## src/rtl/pso_pkg.sv

```systemverilog
// Package for the output phase-shift control block.
// Assumes a 200 MHz aclk and an AXI4-Lite register master.
package pso_pkg;
  // ----------------------------------------------------------------------
  // Register map (printed offsets are not word aligned, so they are indices)
  // ----------------------------------------------------------------------
  localparam logic [7:0] HIGH_CTRL_IDX = 8'h06;
  localparam logic [7:0] LOW_WORD_IDX = 8'h07;
  localparam logic [11:0] HIGH_CTRL_ADDR = {2'h0, HIGH_CTRL_IDX, 2'h0};
  localparam logic [11:0] LOW_WORD_ADDR = {2'h0, LOW_WORD_IDX, 2'h0};
  // Field positions
  localparam int ENABLE_BIT = 3;
  localparam int UPPER_MSB = 2;
  // Reset values
  localparam logic [7:0] HIGH_CTRL_RST = 8'h00;
  localparam logic [7:0] LOW_WORD_RST = 8'h00;
  localparam logic [10:0] WORD_MAX = 11'h7ff;
  // ----------------------------------------------------------------------
  // Timing
  // ----------------------------------------------------------------------
  localparam real CLK_PERIOD_NS = 5.0;
  localparam real STEP_NS = 61.035;
  // Cycles per offset step, rounded down to whole cycles (no lower clamp)
  localparam int STEP_CYCLES = int'(STEP_NS / CLK_PERIOD_NS - 0.5);
  localparam logic [3:0] STEP_CNT = 4'(STEP_CYCLES);
  // AXI responses
  localparam logic [1:0] RESP_OKAY = 2'h0;
  localparam logic [1:0] RESP_SLVERR = 2'h2;

  // Applied shift as carried to the clock generator
  typedef struct packed {
    logic enable;
    logic [10:0] word;
  } pso_shift_s;

  typedef enum logic [1:0] {
    SH_IDLE,
    SH_ADVANCE,
    SH_DELAY
  } pso_shift_e;
endpackage

```

## src/rtl/pso_top.sv

```systemverilog
// Output phase-shift control: registers plus applied shift tracking.
// Assumes the clock generator consumes the applied shift and a
// per-cycle advance/delay request, and an AXI4-Lite master.
//
// Our own choice: the AXI4-Lite slave port.
`timescale 1ns/1ps
module pso_top (
  // Clock and reset
  input wire logic aclk,
  input wire logic aresetn,
  // AXI4-Lite write address and data
  input wire logic [11:0] s_axi_awaddr,
  input wire logic s_axi_awvalid,
  output logic s_axi_awready,
  input wire logic [31:0] s_axi_wdata,
  input wire logic [3:0] s_axi_wstrb,
  input wire logic s_axi_wvalid,
  output logic s_axi_wready,
  // AXI4-Lite write response
  output logic [1:0] s_axi_bresp,
  output logic s_axi_bvalid,
  input wire logic s_axi_bready,
  // AXI4-Lite read
  input wire logic [11:0] s_axi_araddr,
  input wire logic s_axi_arvalid,
  output logic s_axi_arready,
  output logic [31:0] s_axi_rdata,
  output logic [1:0] s_axi_rresp,
  output logic s_axi_rvalid,
  input wire logic s_axi_rready,
  // Shift to the 16 MHz-derived clock and frame generator
  output logic shift_enable,
  output logic [10:0] shift_word,
  output logic shift_advance,
  output logic shift_delay,
  output logic shift_busy
);

  // ----------------------------------------------------------------------
  // Register state
  // ----------------------------------------------------------------------
  logic [7:0] high_r, high_nxt;
  logic [7:0] low_r, low_nxt;
  logic [11:0] awaddr_r, awaddr_nxt;
  logic aw_have_r, aw_have_nxt;
  logic [31:0] wdata_r, wdata_nxt;
  logic w_have_r, w_have_nxt;
  logic bvalid_r, bvalid_nxt;
  logic [1:0] bresp_r, bresp_nxt;
  logic rvalid_r, rvalid_nxt;
  logic [1:0] rresp_r, rresp_nxt;
  logic [31:0] rdata_r, rdata_nxt;
  logic wr_fire;

  // Address decode, used by both the write and the read path
  function automatic logic [1:0] decode(input logic [11:0] a);
    if (a == pso_pkg::HIGH_CTRL_ADDR) begin
      decode = 2'h1;
    end else if (a == pso_pkg::LOW_WORD_ADDR) begin
      decode = 2'h2;
    end else begin
      decode = 2'h0;
    end
  endfunction

  assign s_axi_awready = !aw_have_r && !bvalid_r;
  assign s_axi_wready = !w_have_r && !bvalid_r;
  assign s_axi_arready = !rvalid_r;
  assign s_axi_bvalid = bvalid_r;
  assign s_axi_bresp = bresp_r;
  assign s_axi_rvalid = rvalid_r;
  assign s_axi_rresp = rresp_r;
  assign s_axi_rdata = rdata_r;
  assign wr_fire = aw_have_r && w_have_r;

  // Write channel capture; address and data may come in either order
  always_comb begin
    awaddr_nxt = awaddr_r;
    aw_have_nxt = aw_have_r;
    wdata_nxt = wdata_r;
    w_have_nxt = w_have_r;
    bvalid_nxt = bvalid_r;
    bresp_nxt = bresp_r;
    high_nxt = high_r;
    low_nxt = low_r;
    if (s_axi_awvalid && s_axi_awready) begin
      awaddr_nxt = s_axi_awaddr;
      aw_have_nxt = 1'b1;
    end
    if (s_axi_wvalid && s_axi_wready) begin
      wdata_nxt = {s_axi_wstrb[0] ? 24'h000001 : 24'h000000,
                   s_axi_wdata[7:0]};
      w_have_nxt = 1'b1;
    end
    if (wr_fire) begin
      aw_have_nxt = 1'b0;
      w_have_nxt = 1'b0;
      bvalid_nxt = 1'b1;
      bresp_nxt = pso_pkg::RESP_OKAY;
      // Only byte lane 0 carries the 8-bit registers
      if (decode(awaddr_r) == 2'h1) begin
        if (wdata_r[8]) begin
          high_nxt = {4'h0, wdata_r[3:0]};
        end
      end else if (decode(awaddr_r) == 2'h2) begin
        if (wdata_r[8]) begin
          low_nxt = wdata_r[7:0];
        end
      end else begin
        bresp_nxt = pso_pkg::RESP_SLVERR;
      end
    end
    if (bvalid_r && s_axi_bready) begin
      bvalid_nxt = 1'b0;
    end
  end

  // Read channel; one cycle from address to data
  always_comb begin
    rvalid_nxt = rvalid_r;
    rresp_nxt = rresp_r;
    rdata_nxt = rdata_r;
    if (s_axi_arvalid && s_axi_arready) begin
      rvalid_nxt = 1'b1;
      rresp_nxt = pso_pkg::RESP_OKAY;
      if (decode(s_axi_araddr) == 2'h1) begin
        rdata_nxt = {24'h000000, high_r};
      end else if (decode(s_axi_araddr) == 2'h2) begin
        rdata_nxt = {24'h000000, low_r};
      end else begin
        rdata_nxt = 32'h00000000;
        rresp_nxt = pso_pkg::RESP_SLVERR;
      end
    end else if (rvalid_r && s_axi_rready) begin
      rvalid_nxt = 1'b0;
    end
  end

  // Bus and register flops
  always_ff @(posedge aclk) begin
    if (!aresetn) begin
      high_r <= pso_pkg::HIGH_CTRL_RST;
      low_r <= pso_pkg::LOW_WORD_RST;
      awaddr_r <= 12'h000;
      aw_have_r <= 1'b0;
      wdata_r <= 32'h00000000;
      w_have_r <= 1'b0;
      bvalid_r <= 1'b0;
      bresp_r <= 2'h0;
      rvalid_r <= 1'b0;
      rresp_r <= 2'h0;
      rdata_r <= 32'h00000000;
    end else begin
      high_r <= high_nxt;
      low_r <= low_nxt;
      awaddr_r <= awaddr_nxt;
      aw_have_r <= aw_have_nxt;
      wdata_r <= wdata_nxt;
      w_have_r <= w_have_nxt;
      bvalid_r <= bvalid_nxt;
      bresp_r <= bresp_nxt;
      rvalid_r <= rvalid_nxt;
      rresp_r <= rresp_nxt;
      rdata_r <= rdata_nxt;
    end
  end

  // ----------------------------------------------------------------------
  // Applied shift tracking
  // ----------------------------------------------------------------------
  // The applied word walks toward the programmed target one step at a
  // time, so a careless multi-step write still moves the clocks gently.
  logic [10:0] target;
  logic enable_req;
  pso_pkg::pso_shift_s applied_r, applied_nxt;
  pso_pkg::pso_shift_e state_r, state_nxt;
  logic [3:0] cnt_r, cnt_nxt;
  logic adv_r, adv_nxt;
  logic dly_r, dly_nxt;

  assign target = {high_r[pso_pkg::UPPER_MSB:0], low_r};
  assign enable_req = high_r[pso_pkg::ENABLE_BIT];

  // Step engine: one applied step per step time, relied upon
  always_comb begin
    applied_nxt = applied_r;
    state_nxt = state_r;
    cnt_nxt = cnt_r;
    adv_nxt = 1'b0;
    dly_nxt = 1'b0;
    applied_nxt.enable = enable_req;
    case (state_r)
      // The idle cycle is part of the step, so count one fewer
      pso_pkg::SH_IDLE: begin
        if (target > applied_r.word) begin
          state_nxt = pso_pkg::SH_ADVANCE;
          cnt_nxt = pso_pkg::STEP_CNT - 4'h1;
        end else if (target < applied_r.word) begin
          state_nxt = pso_pkg::SH_DELAY;
          cnt_nxt = pso_pkg::STEP_CNT - 4'h1;
        end
      end
      pso_pkg::SH_ADVANCE: begin
        if (cnt_r == 4'h1) begin
          applied_nxt.word = applied_r.word + 11'h001;
          adv_nxt = enable_req;
          state_nxt = pso_pkg::SH_IDLE;
        end else begin
          cnt_nxt = cnt_r - 4'h1;
        end
      end
      pso_pkg::SH_DELAY: begin
        if (cnt_r == 4'h1) begin
          applied_nxt.word = applied_r.word - 11'h001;
          dly_nxt = enable_req;
          state_nxt = pso_pkg::SH_IDLE;
        end else begin
          cnt_nxt = cnt_r - 4'h1;
        end
      end
      default: begin
        state_nxt = pso_pkg::SH_IDLE;
      end
    endcase
  end

  // Step engine flops
  always_ff @(posedge aclk) begin
    if (!aresetn) begin
      applied_r <= '0;
      state_r <= pso_pkg::SH_IDLE;
      cnt_r <= 4'h0;
      adv_r <= 1'b0;
      dly_r <= 1'b0;
    end else begin
      applied_r <= applied_nxt;
      state_r <= state_nxt;
      cnt_r <= cnt_nxt;
      adv_r <= adv_nxt;
      dly_r <= dly_nxt;
    end
  end

  // Disabled shift shows as zero to every derived clock and frame
  assign shift_enable = applied_r.enable;
  assign shift_word = applied_r.enable ? applied_r.word : 11'h000;
  assign shift_advance = adv_r;
  assign shift_delay = dly_r;
  assign shift_busy = state_r != pso_pkg::SH_IDLE;

  // ----------------------------------------------------------------------
  // Checks
  // ----------------------------------------------------------------------
  // Busy run length, counted here so a long run needs no repetition
  logic [3:0] busy_len_r, busy_len_nxt;

  // Counts busy cycles back to back; idle clears it
  always_comb begin
    busy_len_nxt = 4'h0;
    if (shift_busy) begin
      busy_len_nxt = busy_len_r + 4'h1;
    end
  end

  // Busy run flops
  always_ff @(posedge aclk) begin
    if (!aresetn) begin
      busy_len_r <= 4'h0;
    end else begin
      busy_len_r <= busy_len_nxt;
    end
  end
endmodule

```

## config.mk

```make
export PLATFORM = sky130hd
export DESIGN_NAME = pso_top
export DESIGN_NICKNAME = d
export VERILOG_FILES = /design/src/rtl/pso_pkg.sv /design/src/rtl/pso_top.sv
export SDC_FILE = /design/constraint.sdc
export NUM_CORES = 1
export LEC_CHECK = 0
export ABC_CLOCK_PERIOD_IN_PS = 2420
export BUFFER_PORTS_ARGS = -buffer_cell sky130_fd_sc_hd__buf_2
export CORE_MARGIN = 2
export CORE_UTILIZATION = 46
export CTS_CLUSTER_SIZE = 30
export DETAILED_ROUTE_END_ITERATION = 6
export GPL_TIMING_DRIVEN = 0
export PLACE_DENSITY_LB_ADDON = 0.1
export SYNTH_ARGS = -nofsm -noshare
export SYNTH_HDL_FRONTEND = slang
export SYNTH_SLANG_ARGS = --single-unit
```

## constraint.sdc

```tcl
create_clock -name aclk -period 2.42 [get_ports aclk]
set_input_delay 0.484 -clock aclk [delete_from_list [all_inputs] [get_ports aclk]]
set_output_delay 0.484 -clock aclk [all_outputs]
set_load 0.05 [all_outputs]
```

Word level (Yosys, flattened, before mapping)
Index checks and enable logic that the tools add are counted.
{ "totals": {"n_memories": 0, "word_cells": 99, "out_inout_bits": 56, "latch_bits": 0, "mem_bits_rw": 0, "regBits": 93, "mem_bits_ro": 0} }
{ "classes": {"n_reduce_logical": 27, "div_mod_pow": 0, "mul": 0, "n_mux": 32, "bitwise": 2, "addsub": 3, "n_shift": 0, "magnitude_cmp": 2, "n_eq_ne": 16} }
{ "ops": {"columns": ["op", "n"], "rows": [
  ["12-bit by 5-bit == test with 1-bit output, second input constant", 4],
  ["2-bit two-way mux", 17],
  ["11-bit two-way mux", 3],
  ["11-bit one-hot mux with 2 select lines", 1],
  ["8-bit two-way mux", 2],
  ["4-bit two-way mux", 3],
  ["11-bit by 1-bit adder with 11-bit output, second input constant", 1],
  ["11-bit greater-than comparator", 1],
  ["11-bit less-than comparator", 1],
  ["11-bit by 1-bit subtractor with 11-bit output, second input constant", 1],
  ["3-bit AND reduction", 3],
  ["1-bit logical AND", 8],
  ["4-bit one-hot mux with 2 select lines", 1],
  ["2-bit nonzero test", 4],
  ["2-bit by 1-bit == test with 1-bit output, second input constant", 3],
  ["2-bit == test, second input constant", 3],
  ["2-bit inequality test, second input constant", 3],
  ["2-bit AND reduction", 3],
  ["2-bit OR reduction", 3],
  ["4-bit by 1-bit == test with 1-bit output, second input constant", 1],
  ["1-bit zero test", 4],
  ["1-bit two-way mux", 4],
  ["2-bit one-hot mux with 2 select lines", 1],
  ["4-bit AND reduction", 1],
  ["5 further kinds", 6]
]} }

Logic depth before layout (Yosys ltp)
{ "depth": {"ltp_word": 10, "mapped_depth": 9} }

Least setup slack after synthesis
No wires, ideal clock.
{ "synth_path": {"kind": "reg-to-reg", "from": "reg state_r[0]", "to": "reg applied_r[7] (netlist bit)", "path_stages_with_launch": 10, "arrival_time_ns": 2.121, "setup_slack_ns": 0.167, "path_cell_list": "dfxtp_1 -> inv_1 -> ha_1 -> ha_1 -> buf_2 -> and4_1 -> a211o_1 -> or3_1 -> nand3_1 -> a21oi_1"} }
{ "synth_between": {"elab_chain_len": 3, "elab_cells_between_ends": 7, "cone_classes": "eq/ne (4); mux (1); reduce/logical (2)"} }
{ "synth_lines": {"columns": ["item", "line", "source"], "rows": [
  ["from (decl)", "pso_top.sv:176", "pso_pkg::pso_shift_e state_r, state_nxt;"],
  ["from (signal assigned)", "pso_top.sv:231", "state_r <= pso_pkg::SH_IDLE;"],
  ["from (signal assigned)", "pso_top.sv:237", "state_r <= state_nxt;"],
  ["2-bit by 1-bit == test with 1-bit output / 2-bit == test (equally long branches)", "pso_top.sv:192", "case (state_r)"],
  ["2-bit inequality test (no line) / 2-bit nonzero test (equally long branches)", null, null],
  ["3-bit AND reduction (no line)", null, null],
  ["to (signal assigned)", "pso_top.sv:236", "applied_r <= applied_nxt;"],
  ["to (decl)", "pso_top.sv:175", "pso_pkg::pso_shift_s applied_r, applied_nxt;"]
]} }
Parallel ways exist; a longest one is shown, timed or not.
A chain may end at the register's enable or synchronous reset.

Final worst setup path
{ "layout_path": {"from": "reg state_r[0]", "to": "reg applied_r[9] (netlist bit)"} }
The elaborated chain is that of the path after synthesis.

==> impl_results.md <==
- Status: finished clean
- Synth warnings: 0
- Syn Inst Count: 445
- Initial antenna violation count: 0
- Port buffer count: 68
- Crit Path Class: reg2reg
- Cell taking the most area after synthesis: dfxtp_1
- Final WL: 8800 um
- Vias in the first global route: 3135
- DP HPWL: roughly 6700 um
- Internal: 2.55 mW
- Sequential share of power: 0.327
- Post-synthesis register bit count: 67
- Cells after DPL: 640
- First-pass GRT wire length: 14300 um
- Iteration-0 DRC Markers: about 100
- CTS tree: built
- P_sw: 1.65 mW
- Post-DRT Antenna Nets: 0
- Leak pwr: around 2.1 nW
- Initial Util: 0.478
- Cells on worst reg2reg path: 9
- Sequential share of the synthesized area: 0.361
- RePlAce Congestion: slightly below 0.9
- Fin Clk Skew: 0.0176 ns
- F_max: 442 MHz
- Most area-consuming cells after synthesis: dfxtp_1 (36%), ha_1 (8.4%), nand2_1 (5.9%)
- DRC Markers: 0
- Layout filler cell count: 768
- Num CTS Buffers: 9
- Hold path cells: 2
- Max-slew headroom: 0.635
- Synth cell types: 53
- Commonest non-fill, non-tap cell in the layout: buf_2
- # rows: 32
- Worst Setup Start Kind: register
- Max-Cap Viols: 0
- # nets final: 644
- Power Dens Cells: slightly above 900 nW/um2
- Layout area overhead: 22.5%
- Cell Count, Final, Fillers Out: 658
- RSZ-0062 raised after global routing: false
- Vias/cell: between 5 and 6
- Clk buf depth: 2
- Worst Tran Pin Value: 0.548 ns
- Syn Area/Cell: 8.34 um2
- Asr flop ratio synth: 0
- Worst path required time: about 2.7 ns
- Commonest non-fill, non-tap cells in the layout: buf_2 (70), dfxtp_1 (67), nand2_1 (58)
- Mapped cell area: approximately 3700 um2
- HP Class: in2reg
- Slew Viols, Final: 0
- Worst-path maximum fanout: 9
- Avg WL per Cell: 13.4 um
- Combinational power share: 0.397
- DRT Pass-1 Iters: 4
- Hold_buf cts: 0
- Die Ht: about 94 um
- Top cell type's share of synthesized area: 0.361
- Tcrit/Tclk final: 0.934
- CP arrival: approximately 2.5 ns
- Tot Pwr: 4.20 mW
- Peak VDD IR: around 0.00038 V
- Die area: 8810 um2
- End of the worst hold path: s_axi_rvalid$_SDFFE_PN0P_
- # clock sinks: 67
- Layout cells sized above 1: 0.225
- Vias: 3365
- IO Pins: between 100 and 150
- GRT Total Usage: 0.205
- Global route overflow: 0
- Top_reg_cell synth: dfxtp_1
- Endpoints failing hold: 0
- Worst reg2reg path startpoint: state_r[0]$_SDFFE_PN0P_
- Skew-Pair Late Insertion Delay: about 0.36 ns
- Final core utilization: 0.585
- Antenna Cells: 0
- Reg-to-reg endpoint: applied_r[9]$_SDFFE_PN0P_
- Net Sw Frac: 0.392
- Post-synth EDFFs: 0
- Register clock-pin slew on the reported worst setup and hold paths: approximately 0.090 ns
- Clock Tree Root: clkbuf_8
- Maximum number of pins on one net before global-route repair: 16
- # setup viols final: 0
- CORE AREA: about 8000 um2
- CP Capture Type: register
- HP Start: s_axi_rready
- Die X: 93.8 um
- H-tree Lvls: 3
- Min cycle time layout: 2.26 ns
- Clk pwr share: 0.277
- Flop2flop setup slack: 0.16 ns
[critical path, cell delays in order (launching register included)]
cell	delay, ns
dfxtp_1	0.36
inv_1	0.10
ha_4	0.21
ha_1	0.27
buf_2	0.17
and4_1	0.22
a211o_1	0.29
o211ai_1	0.23
a2111oi_0	0.13
nand3b_1	0.18
[state kept, by name (all words and copies together), names as in the netlist, 2 cells and up]
signal,flops
state_r,2
applied_r,11
low_r,8
wdata_r,9
awaddr_r,12
high_r,4
s_axi_rdata,8
cnt_r,4
[repair_timing]
action,in CTS,in global routing
resized for setup,2,0
endpoints found under the setup margin,6,1
pin swaps,0,1
buffers inserted,0,2
[area by class of cell]
type,count,area [um2],share of cell area
timing repair buffer,70,355,0.0782
inverter,22,82.6,0.0182
sequential,67,1340,0.295
clock inverter,7,121,0.0267
buffer,44,269,0.0592
multi-input combinational,337,2130,0.468
clock buffer,9,124,0.0272
tap,102,128,0.0281
[how the worst max path moves through the flow]
stage                                 start                   endpoint  slack (ns)  cells after the start
finish              state_r[0]$_SDFFE_PN0P_  applied_r[9]$_SDFFE_PN0P_        0.16                      9
global route        state_r[0]$_SDFFE_PN0P_  applied_r[9]$_SDFFE_PN0P_        0.05                      9
CTS                 state_r[0]$_SDFFE_PN0P_  applied_r[9]$_SDFFE_PN0P_        0.10                      9
detailed placement  state_r[0]$_SDFFE_PN0P_  applied_r[9]$_SDFFE_PN0P_       -0.21                      9
global placement    state_r[0]$_SDFFE_PN0P_  applied_r[9]$_SDFFE_PN0P_       -0.17                      9
floorplan           state_r[0]$_SDFFE_PN0P_  applied_r[7]$_SDFFE_PN0P_        0.17                      9
[cell families after synthesis]
logic type      Yosys count  share of synthesized area
simple gates            168                      0.225
compound gates           95                      0.170
flops                    67                      0.361
buf+inv                  66                     0.0947
fa+ha+maj                26                     0.0897
mux                      18                     0.0489
xor+xnor                  4                    0.00944
other cells               1                    0.00101
[routing by layer]
layer,track usage,share of wire
met1,0.258,0.46
met2,0.347,0.48
met3,0.0425,0.055
met4,0.0749,0.012
met5,0,0
[through the flow]
stage / hold slack [ns] / setup TNS, ns / cell area (um2) / setup WS, ns
6_report: 0.307 / 0 / 4550 / 0.159
5_1_grt: 0.303 / 0 / 4550 / 0.0458
3_3_place_gp: 0.437 / -0.377 / 4270 / -0.173
4_1_cts: 0.285 / 0 / 4530 / 0.101
3_5_place_dp: 0.446 / -0.523 / 4270 / -0.209
2_1_floorplan: 0.431 / 0 / 3810 / 0.167
[power groups by stage]
stage / Clock [mW] / Combinational, mW / Sequential [mW]
2_1_floorplan: 0 / 1.27 / 1.36
3_3_place_gp: 0 / 1.57 / 1.39
3_5_place_dp: 0 / 1.61 / 1.40
4_1_cts: 1.19 / 1.64 / 1.37
5_1_grt: 1.22 / 1.83 / 1.39
6_report: 1.16 / 1.67 / 1.37
[Yosys cell counts, types with 3 or more instances]
cell type	n
mux2i_1	17
a21o_1	3
o211a_1	3
o21a_1	5
buf_4	27
nor3_1	8
nand4_1	7
o21ai_0	8
clkbuf_1	12
inv_1	22
a22oi_1	4
nor4b_1	4
nand2b_1	3
buf_1	3
o21ai_1	3
and2_1	14
a211o_1	3
ha_1	25
or3_1	3
nand2_1	58
a211oi_1	4
nand3_1	13
a21oi_1	40
nor2b_1	4
and3_1	5
dfxtp_1	67
xnor2_1	3
nor2_1	38
a31oi_1	4
o211ai_1	6
No activity file was read; power rests on OpenSTA's default activity.
